[config.mk]
export PLATFORM = sky130hd
export DESIGN_NAME = usb_stat_ctrl
export DESIGN_NICKNAME = d
export VERILOG_FILES = /design/src/rtl/usb_stat_ctrl_pkg.sv /design/src/rtl/usb_stat_ctrl.sv
export SDC_FILE = /design/constraint.sdc
export NUM_CORES = 1
export LEC_CHECK = 0
export ABC_AREA = 1
export BUFFER_PORTS_ARGS = -buffer_cell sky130_fd_sc_hd__buf_2
export CORE_ASPECT_RATIO = 0.7
export CORE_MARGIN = 3
export CORE_UTILIZATION = 48
export CTS_CLUSTER_DIAMETER = 40
export DETAILED_ROUTE_END_ITERATION = 7
export PLACE_DENSITY = 0.84
export SLEW_MARGIN = 25
export SYNTH_ARGS = -nofsm -noshare
export SYNTH_HDL_FRONTEND = slang
export SYNTH_SLANG_ARGS = --single-unit
[constraint.sdc]
create_clock -name I_CORE_CLK -period 2.2 [get_ports I_CORE_CLK]
set_input_delay 0.22 -clock I_CORE_CLK [delete_from_list [all_inputs] [get_ports I_CORE_CLK]]
set_output_delay 0.22 -clock I_CORE_CLK [all_outputs]
set_load 0.05 [all_outputs]
[src/rtl/usb_stat_ctrl_pkg.sv]
// Purpose: constants for the usb error, status fifo and control block
// Assumes: apb with 32-bit data, one word per register
// Notes: offsets are byte addresses
package usb_stat_ctrl_pkg;
	localparam int ADDR_W = 8;
	localparam logic [7:0] OFS_ERR_FLAGS = 8'h00;
	localparam logic [7:0] OFS_ERR_EN = 8'h04;
	localparam logic [7:0] OFS_STAT = 8'h08;
	localparam logic [7:0] OFS_CTRL = 8'h0C;
	localparam logic [7:0] OFS_IRQ = 8'h10;
	// field positions
	localparam int B_TOKCRC = 1;
	localparam int B_PID = 0;
	localparam int B_STUFF = 7;
	localparam int B_MATRIX = 6;
	localparam int B_DMA = 5;
	localparam int B_BTO = 4;
	localparam int B_DFN = 3;
	localparam int B_CRC16 = 2;
	localparam int C_JST = 7;
	localparam int C_SE0 = 6;
	localparam int C_HOLD = 5;
	localparam int C_RST = 4;
	localparam int C_HOST = 3;
	localparam int C_RESUME = 2;
	localparam int C_PPB = 1;
	localparam int C_EN = 0;
	localparam int I_TRN = 3;
	localparam int I_GEN = 1;
	localparam int STAT_DIR = 3;
	localparam int STAT_BANK = 2;
	localparam int FIFO_DEPTH = 4;
	localparam int BTO_BITS = 16;
	// low-speed eop after resume: two bit-times at 1.5 Mb/s, ns
	localparam int LS_EOP_NS = 1333;
	localparam int CLK_NS = 10;
	localparam int LS_EOP_CYC = LS_EOP_NS / CLK_NS;
	localparam logic [7:0] RST_BYTE = 8'h00;
	localparam logic [31:0] RD_ZERO = 32'h00000000;
endpackage

[src/rtl/usb_stat_ctrl.sv]
// Purpose: usb error flags, error enables, transfer status fifo, module control
// Assumes: one clock; usb engine events arrive as one-cycle pulses on the core clock
// Notes: bus line levels come from pins and are synchronised here
`timescale 1ns/1ns

module usb_stat_ctrl #(
	parameter int BIT_CYC = 8
) (
	input wire logic I_CORE_CLK,
	input wire logic I_RESETN,
	input wire logic I_PSEL,
	input wire logic I_PENABLE,
	input wire logic I_PWRITE,
	input wire logic [usb_stat_ctrl_pkg::ADDR_W-1:0] I_PADDR,
	input wire logic [31:0] I_PWDATA,
	output logic [31:0] O_PRDATA,
	output logic O_PREADY,
	output logic O_PSLVERR,
	input wire logic I_LINE_J,
	input wire logic I_LINE_SE0,
	input wire logic I_TOKEN_CRC_FAIL,
	input wire logic I_SOF_CNT_ZERO,
	input wire logic I_LINK_ACTIVE,
	input wire logic I_PID_FAIL,
	input wire logic I_STUFF_FAIL,
	input wire logic I_MATRIX_FAIL,
	input wire logic I_DMA_LATE,
	input wire logic I_PKT_TRUNC,
	input wire logic I_PARTIAL_BYTE,
	input wire logic I_CRC16_FAIL,
	input wire logic I_EOP_SEEN,
	input wire logic I_RESP_SEEN,
	input wire logic I_SETUP_RX,
	input wire logic I_TOKEN_START,
	input wire logic I_TOKEN_DONE,
	input wire logic [3:0] I_DONE_EP,
	input wire logic I_DONE_TX,
	input wire logic I_DONE_ODD,
	output logic O_USB_IRQ,
	output logic O_HOST_MODE,
	output logic O_HOST_LOGIC_RST,
	output logic O_BUS_RESET_DRIVE,
	output logic O_RESUME_DRIVE,
	output logic O_LS_EOP_DRIVE,
	output logic O_BANK_PTR_CLEAR,
	output logic O_MODULE_ENABLE,
	output logic O_SOF_GEN_ENABLE,
	output logic O_PKT_HOLD
);
	import usb_stat_ctrl_pkg::*;

	typedef enum logic [1:0] {RS_IDLE = 2'b00, RS_DRIVE = 2'b01, RS_EOP = 2'b11} resume_t;

	// ----------------------------------------------------------------
	// bus decode
	// ----------------------------------------------------------------
	logic wr_acc, rd_ok;
	logic [7:0] wb;
	assign wr_acc = I_PSEL && I_PENABLE && I_PWRITE;
	assign wb = I_PWDATA[7:0];
	assign O_PREADY = 1'b1;
	function automatic logic hit(input logic [ADDR_W-1:0] a, input logic [7:0] ofs);
		hit = (a == ofs);
	endfunction
	assign rd_ok = hit(I_PADDR, OFS_ERR_FLAGS) || hit(I_PADDR, OFS_ERR_EN)
		|| hit(I_PADDR, OFS_STAT) || hit(I_PADDR, OFS_CTRL) || hit(I_PADDR, OFS_IRQ);
	// unmapped addresses answer with an error, writes discarded
	assign O_PSLVERR = I_PSEL && I_PENABLE && !rd_ok;

	// ----------------------------------------------------------------
	// line level synchronisers
	// ----------------------------------------------------------------
	logic [2:0] j_sync_q, se0_sync_q;
	logic j_live_q, se0_live_q;
	always_ff @(posedge I_CORE_CLK) begin
		if (!I_RESETN) begin
			j_sync_q <= 3'h0;
			se0_sync_q <= 3'h0;
		end else begin
			j_sync_q <= {j_sync_q[1:0], I_LINE_J};
			se0_sync_q <= {se0_sync_q[1:0], I_LINE_SE0};
		end
	end
	// change taken only when stages two and three agree
	always_ff @(posedge I_CORE_CLK) begin
		if (!I_RESETN) begin
			j_live_q <= 1'b0;
			se0_live_q <= 1'b0;
		end else begin
			if (j_sync_q[1] == j_sync_q[2])
				j_live_q <= j_sync_q[2];
			if (se0_sync_q[1] == se0_sync_q[2])
				se0_live_q <= se0_sync_q[2];
		end
	end

	// ----------------------------------------------------------------
	// control register
	// ----------------------------------------------------------------
	logic host_q, rst_drv_q, resume_q, en_q, hold_q, busy_q, host_prev_q, ppb_q;
	logic ctrl_wr;
	assign ctrl_wr = wr_acc && hit(I_PADDR, OFS_CTRL);
	always_ff @(posedge I_CORE_CLK) begin
		if (!I_RESETN) begin
			host_q <= 1'b0;
			rst_drv_q <= 1'b0;
			resume_q <= 1'b0;
			en_q <= 1'b0;
		end else if (ctrl_wr) begin
			host_q <= wb[C_HOST];
			rst_drv_q <= wb[C_RST];
			resume_q <= wb[C_RESUME];
			en_q <= wb[C_EN];
		end
	end
	always_ff @(posedge I_CORE_CLK) begin
		if (!I_RESETN)
			host_prev_q <= 1'b0;
		else
			host_prev_q <= host_q;
	end
	assign O_HOST_LOGIC_RST = host_q != host_prev_q;
	// one-cycle pulse on write of one
	always_ff @(posedge I_CORE_CLK) begin
		if (!I_RESETN)
			ppb_q <= 1'b0;
		else
			ppb_q <= ctrl_wr && wb[C_PPB];
	end
	assign O_BANK_PTR_CLEAR = ppb_q;
	// setup sets hold in device mode; software clears by writing zero, host mode keeps it clear
	always_ff @(posedge I_CORE_CLK) begin
		if (!I_RESETN || host_q)
			hold_q <= 1'b0;
		else if (I_SETUP_RX)
			hold_q <= 1'b1;
		else if (ctrl_wr)
			hold_q <= wb[C_HOLD];
	end
	// busy from token start to done in host mode only; cleared on host logic reset
	always_ff @(posedge I_CORE_CLK) begin
		if (!I_RESETN || !host_q || O_HOST_LOGIC_RST)
			busy_q <= 1'b0;
		else if (I_TOKEN_START)
			busy_q <= 1'b1;
		else if (I_TOKEN_DONE)
			busy_q <= 1'b0;
	end
	assign O_PKT_HOLD = hold_q;
	assign O_HOST_MODE = host_q;
	// reset drive only in host mode
	assign O_BUS_RESET_DRIVE = host_q && rst_drv_q;
	assign O_MODULE_ENABLE = !host_q && en_q;
	assign O_SOF_GEN_ENABLE = host_q && en_q;

	// ----------------------------------------------------------------
	// resume sequencer
	// ----------------------------------------------------------------
	resume_t rs_q;
	logic [$clog2(LS_EOP_CYC+1)-1:0] eop_cnt_q;
	always_ff @(posedge I_CORE_CLK) begin
		if (!I_RESETN) begin
			rs_q <= RS_IDLE;
			eop_cnt_q <= '0;
		end else begin
			unique case (rs_q)
				RS_IDLE: if (resume_q) rs_q <= RS_DRIVE;
				// eop appended only in host mode
				RS_DRIVE: if (!resume_q) begin
					rs_q <= host_q ? RS_EOP : RS_IDLE;
					eop_cnt_q <= '0;
				end
				RS_EOP: begin
					eop_cnt_q <= eop_cnt_q + 1'b1;
					if (eop_cnt_q == ($bits(eop_cnt_q))'(LS_EOP_CYC - 1))
						rs_q <= RS_IDLE;
				end
				default: rs_q <= RS_IDLE;
			endcase
		end
	end
	assign O_RESUME_DRIVE = rs_q == RS_DRIVE;
	assign O_LS_EOP_DRIVE = rs_q == RS_EOP;

	// ----------------------------------------------------------------
	// turnaround timer
	// ----------------------------------------------------------------
	localparam int BTO_CYC = BTO_BITS * BIT_CYC;
	logic [$clog2(BTO_CYC+2)-1:0] bto_cnt_q;
	logic bto_arm_q, bto_hit;
	// count idle after eop until response
	always_ff @(posedge I_CORE_CLK) begin
		if (!I_RESETN || I_RESP_SEEN) begin
			bto_arm_q <= 1'b0;
			bto_cnt_q <= '0;
		end else if (I_EOP_SEEN) begin
			bto_arm_q <= 1'b1;
			bto_cnt_q <= '0;
		end else if (bto_arm_q) begin
			bto_cnt_q <= bto_cnt_q + 1'b1;
			if (bto_hit)
				bto_arm_q <= 1'b0;
		end
	end
	assign bto_hit = bto_arm_q && !I_EOP_SEEN && !I_RESP_SEEN
		&& bto_cnt_q == ($bits(bto_cnt_q))'(BTO_CYC);

	// ----------------------------------------------------------------
	// error flags and enables
	// ----------------------------------------------------------------
	logic [7:0] eflag_q, een_q, eset;
	logic gen_en_q;
	always_comb begin
		eset = 8'h00;
		eset[B_TOKCRC] = host_q ? (I_SOF_CNT_ZERO && I_LINK_ACTIVE) : I_TOKEN_CRC_FAIL;
		eset[B_PID] = I_PID_FAIL;
		eset[B_DMA] = I_DMA_LATE || I_PKT_TRUNC;
		eset[B_BTO] = bto_hit;
		eset[B_STUFF] = I_STUFF_FAIL;
		eset[B_MATRIX] = I_MATRIX_FAIL;
		eset[B_DFN] = I_PARTIAL_BYTE;
		eset[B_CRC16] = I_CRC16_FAIL;
	end
	// write one clears, set wins over clear
	generate
		for (genvar g = 0; g < 8; g++) begin : g_eflag
			always_ff @(posedge I_CORE_CLK) begin
				if (!I_RESETN)
					eflag_q[g] <= 1'b0;
				else if (eset[g])
					eflag_q[g] <= 1'b1;
				else if (wr_acc && hit(I_PADDR, OFS_ERR_FLAGS) && wb[g])
					eflag_q[g] <= 1'b0;
			end
		end
	endgenerate
	always_ff @(posedge I_CORE_CLK) begin
		if (!I_RESETN) begin
			een_q <= RST_BYTE;
			gen_en_q <= 1'b0;
		end else begin
			if (wr_acc && hit(I_PADDR, OFS_ERR_EN))
				een_q <= wb;
			if (wr_acc && hit(I_PADDR, OFS_IRQ))
				gen_en_q <= wb[I_GEN];
		end
	end
	assign O_USB_IRQ = gen_en_q && |(eflag_q & een_q);

	// ----------------------------------------------------------------
	// transfer status fifo and token-complete flag
	// ----------------------------------------------------------------
	logic [5:0] fifo_q [FIFO_DEPTH];
	logic [1:0] rd_ptr_q, wr_ptr_q;
	logic [2:0] cnt_q;
	logic push, pop, trn_flag;
	assign push = I_TOKEN_DONE && cnt_q != 3'(FIFO_DEPTH);
	assign pop = wr_acc && hit(I_PADDR, OFS_IRQ) && wb[I_TRN] && cnt_q != 3'h0;
	// flag stands while an entry waits
	assign trn_flag = cnt_q != 3'h0;
	always_ff @(posedge I_CORE_CLK) begin
		if (!I_RESETN) begin
			rd_ptr_q <= 2'h0;
			wr_ptr_q <= 2'h0;
			cnt_q <= 3'h0;
		end else begin
			if (push) begin
				fifo_q[wr_ptr_q] <= {I_DONE_EP, I_DONE_TX, I_DONE_ODD};
				wr_ptr_q <= wr_ptr_q + 2'h1;
			end
			if (pop)
				rd_ptr_q <= rd_ptr_q + 2'h1;
			cnt_q <= cnt_q + 3'(push) - 3'(pop);
		end
	end

	// ----------------------------------------------------------------
	// read data
	// ----------------------------------------------------------------
	always_ff @(posedge I_CORE_CLK) begin
		if (!I_RESETN)
			O_PRDATA <= RD_ZERO;
		else if (I_PSEL && !I_PENABLE && !I_PWRITE) begin
			O_PRDATA <= RD_ZERO;
			if (hit(I_PADDR, OFS_ERR_FLAGS))
				O_PRDATA[7:0] <= eflag_q;
			if (hit(I_PADDR, OFS_ERR_EN))
				O_PRDATA[7:0] <= een_q;
			if (hit(I_PADDR, OFS_STAT) && trn_flag)
				O_PRDATA[7:2] <= fifo_q[rd_ptr_q];
			if (hit(I_PADDR, OFS_CTRL))
				O_PRDATA[7:0] <= {j_live_q, se0_live_q, host_q ? busy_q : hold_q,
					rst_drv_q, host_q, resume_q, 1'b0, en_q};
			if (hit(I_PADDR, OFS_IRQ)) begin
				O_PRDATA[I_TRN] <= trn_flag;
				O_PRDATA[I_GEN] <= gen_en_q;
			end
		end
	end

	// ----------------------------------------------------------------
	// checks
	// ----------------------------------------------------------------
	property p_pid_set;
		@(posedge I_CORE_CLK) disable iff (!I_RESETN) I_PID_FAIL |=> eflag_q[B_PID];
	endproperty
	a_pid_set: assert property (p_pid_set) else $error("pid flag not set");
	property p_crc_dev;
		@(posedge I_CORE_CLK) disable iff (!I_RESETN)
			(!host_q && I_TOKEN_CRC_FAIL) |=> eflag_q[B_TOKCRC];
	endproperty
	a_crc_dev: assert property (p_crc_dev) else $error("token crc flag missed");
	property p_irq_gate;
		@(posedge I_CORE_CLK) disable iff (!I_RESETN)
			O_USB_IRQ |-> gen_en_q && (eflag_q & een_q) != 8'h00;
	endproperty
	a_irq_gate: assert property (p_irq_gate) else $error("irq without enable");
	property p_zero_keeps;
		@(posedge I_CORE_CLK) disable iff (!I_RESETN)
			(wr_acc && hit(I_PADDR, OFS_ERR_FLAGS) && !wb[B_PID] && eflag_q[B_PID])
			|=> eflag_q[B_PID];
	endproperty
	a_zero_keeps: assert property (p_zero_keeps) else $error("flag lost on zero");
	property p_dma;
		@(posedge I_CORE_CLK) disable iff (!I_RESETN) I_PKT_TRUNC |=> eflag_q[B_DMA];
	endproperty
	a_dma: assert property (p_dma) else $error("dma flag missed");
	property p_pop;
		@(posedge I_CORE_CLK) disable iff (!I_RESETN)
			(pop && !push) |=> cnt_q == $past(cnt_q) - 3'h1;
	endproperty
	a_pop: assert property (p_pop) else $error("fifo did not advance");
	property p_setup_hold;
		@(posedge I_CORE_CLK) disable iff (!I_RESETN)
			(!host_q && I_SETUP_RX) |=> O_PKT_HOLD;
	endproperty
	a_setup_hold: assert property (p_setup_hold) else $error("hold not set");
	property p_host_rst;
		@(posedge I_CORE_CLK) disable iff (!I_RESETN)
			$changed(host_q) |-> O_HOST_LOGIC_RST;
	endproperty
	a_host_rst: assert property (p_host_rst) else $error("no host reset on toggle");
	property p_busrst;
		@(posedge I_CORE_CLK) disable iff (!I_RESETN) O_BUS_RESET_DRIVE |-> host_q;
	endproperty
	a_busrst: assert property (p_busrst) else $error("bus reset outside host");
endmodule

==> impl_metrics.csv <==
group,metric,value,unit
outcome,status,"finished, violations left",
cts,cts_hold_buf,0,
global_route,grt_pass1_vias,3647,
power_and_ir_drop,p_leak,2.279,nW
placement,port_buffers,62,
layout,fin_area,5149,um2
cts,clock-sinks,93,
detailed_routing,wl,10400,um
sta,finalSetupViolCount,1,
die,rows,28,
detailed_routing,firstDrtPassIters,5,
critical_path,critPathLaunchType,"register",
synth,synth_warnings,0,
sta,rsz0062_at_grt,"true",
critical_path,slowest_stage,"fa_2",
detailed_routing,wl_per_cell,13.78,um
cts,path_clk_slew,0.07,ns
critical_path,crit_top_cell,"inv_1",
outcome,violations,"negative setup slack",
power_and_ir_drop,p_sw,0.001054,W
power_and_ir_drop,p_sw_share,27.81,%
layout,n_antenna_cell,0,
global_route,grt_use_met1,26.91,%
die,floorplan.initialDensity,50.82,%
sta,finalCritPeriodShare,102.2,%
synth,synthTopCellsByArea,"dfxtp_1 31%, edfxtp_1 16%, nand2_1 8.2%",
power_and_ir_drop,power.internal,0.002736,W
critical_path,end_kind,"register",
synth,synth_commonest_cells,"96 x nand2_1, 79 x inv_1, 69 x dfxtp_1",
detailed_routing,antenna_left,0,
synth,syn-instance-count,555,
cts,clockBufferDepth,2,
synth,ys_seq_elements,93,
die,die_w,120.6,um
die,die_h,86.25,um
die,ios,112,
cts,htree_levels,3,
critical_path,path_cells,"inv_1 > nand3b_1 > inv_1 > nor2_2 > nand2_1 > inv_1 > ha_1 > inv_1 > ha_1 > inv_1 > fa_2 > xor2_4 > o21ai_2 > a21oi_2",
sta,slew_headroom,56.03,%
global_route,busiest_layer,"met2",
global_route,grt_max_degree,37,
run,maxCapViolCount,0,
power_and_ir_drop,ir_worst_vdd,0.0004171,V
sta,setup_ws,-0.04947,ns
cts,cts_tree,"built",
critical_path,crit_path_max_incr_delay,0.37,ns
sta,finalHoldViolCount,0,
placement,gp_congestion,0.8346,
global_route,met2_usage,34.11,%
synth,ys_seq_area_share,47.61,%
critical_path,arrival,2.48,ns
synth,syn_avg_cell_area,7.956,um2
detailed_routing,viasPerCell,5.061,
power_and_ir_drop,power_frac_seq,48.9,%
die,dieArea,10400,um2
die,coreArea,8688,um2
detailed_routing,first_iter_violations,322,
critical_path,cp.required,2.44,ns
synth,synth-edff-count,24,
synth,async_reset_ff_share,0,%
sta,timing.fmax,0.4446,GHz
global_route,grt_util_all_layers,20.72,%
global_route,grt_pass1_wl,17060,um
sta,tightest_slew,0.6571,ns
placement,post_dp_cell_area,4812,um2
power_and_ir_drop,p_comb_share,11.4,%
synth,yosysTopAreaCell,"dfxtp_1",
cts,clk_latency,0.35,ns
layout,post-route-util,59.26,%
synth,synthDistinctLibCells,41,
critical_path,crit_type,"register to register",
min_path,min_path_type,"primary input to register",
power_and_ir_drop,p_clk_share,39.7,%
global_route,antenna_found_initial,0,
global_route,overflow,0,
detailed_routing,drc,0,
cts,clock_tree.root_cell,"clkbuf_16",
synth,synth_area,4415,um2
power_and_ir_drop,power_density,736.0,nW/um2
layout,area_growth,16.61,%
sta,fin_worst_hold_slack,0.05091,ns
synth,ys.flop_type,"dfxtp_1",
synth,yosysTopAreaCellShare,31.28,%
critical_path,cp_max_fo,2,
sta,min_period,2.249,ns
synth,yosysMostFrequentCell,"nand2_1",
placement,dpl_worst_slack,-0.05846,ns
detailed_routing,vias,3821,
layout,nets,709,
global_route,use_met3,5.740,%
sta,finClkSkew,0.008367,ns
sta,slew_viol_final,0,
placement,dp.final_hpwl,7558,um
cts,cts_made_buffers,9,
layout,drive_above_1_share,20.94,%
[sequential cells by signal (all words and copies together), names as in the netlist, 2 cells and up, named ones only]
signal      cells
j_sync_q        3
rd_ptr_q        2
se0_sync_q      3
eflag_q         8
eop_cnt_q       8
O_PRDATA        8
cnt_q           3
bto_cnt_q       8
fifo_q         24
een_q           8
rs_q            2
wr_ptr_q        2
[metrics by stage]
step            TNS, ns  power (W)  instances
3_5_place_dp   -0.05846   0.002262        738
6_report       -0.04947   0.003790        755
5_1_grt         -0.1655   0.003925        755
2_1_floorplan         0   0.002168        578
4_1_cts               0   0.003767        754
3_3_place_gp          0   0.002242        738
[cell usage in the layout (no fill, tap or decap), types with 2 or more instances in the layout]
cell type	netlist	routed
buf_4	25	16
o22ai_1	4	4
a211oi_1	2	2
nor4_1	2	2
nand3_1	22	22
nor2_4	6	6
nand2_2	5	5
dfxtp_1	69	66
o21ai_1	5	5
inv_1	79	79
nand4_1	4	4
conb_1	2	25
o21ai_2	2	3
inv_6	0	3
inv_2	3	3
a21oi_2	3	4
nand2_1	96	96
a221oi_1	2	2
o21ai_0	42	41
edfxtp_1	24	24
nor3_1	7	7
clkbuf_16	0	9
a21oi_1	42	41
inv_8	0	2
or2_2	2	2
ha_1	10	10
nor2_2	7	7
dfxtp_2	0	2
nor2_1	64	64
buf_2	5	62
[cells by family after synthesis]
logic type / share of synthesized area, %
AOI/OAI and AO/OA: 13.32
xor gates and xnor gates: 0.3968
adders and majority gates: 3.287
buffers and inverters: 13.01
DFF: 47.61
other: 0.1701
and+or+nand+nor: 22.22
[power by group through the flow]
stage                     Clock (W)  Combinational [W]  Sequential (W)
after floorplan                   0           0.000284         0.00188
after global placement            0           0.000369         0.00187
after detailed placement          0           0.000385         0.00188
after CTS                   0.00152           0.000401         0.00184
after global routing        0.00159           0.000473         0.00186
final                       0.00151           0.000432         0.00185
[final timing paths]
kind / startpoint / endpoint / slack [ns] / cells after the start
setup / recovery: cnt_q[0] / cnt_q[2] / -0.05 / 14
hold / removal: I_LINE_SE0 / se0_sync_q[0] / 0.05 / 3
setup reg to reg: cnt_q[0] / cnt_q[2] / -0.05 / 14
hold reg to reg: j_sync_q[0] / j_sync_q[1] / 0.41 / 2
[per-layer routing]
metal / wire length [um] / vias to the layer above
met4: 191 / 0
met1: 4488 / 1764
met3: 904 / 19
met5: 0 / -
met2: 4818 / 161
li1: - / 1877
[area by class of cell]
type | count | area (um2)
sequential | 93 | 2108
inverter | 83 | 311.5
clock inverter | 7 | 62.56
clock buffer | 9 | 225.2
tap | 120 | 150.1
timing repair buffer | 78 | 430.4
fill | 751 | 3540
multi-input combinational | 365 | 1861
[worst max-delay path: cells and delay by family (launching register included)]
kind	cells	cell delay [ns]
compound gates	2	0.19
xor+xnor	1	0.18
fa+ha+maj	3	0.76
buf+inv	5	0.38
flops	1	0.33
simple gates	3	0.30
[repair_timing]
item                                    in CTS  in global routing
buffers inserted                             0                  1
endpoints found under the setup margin       1                  1
pin swaps                                    0                  1
gates resized for setup                      6                  5
Power figures use the tool's default switching activity.
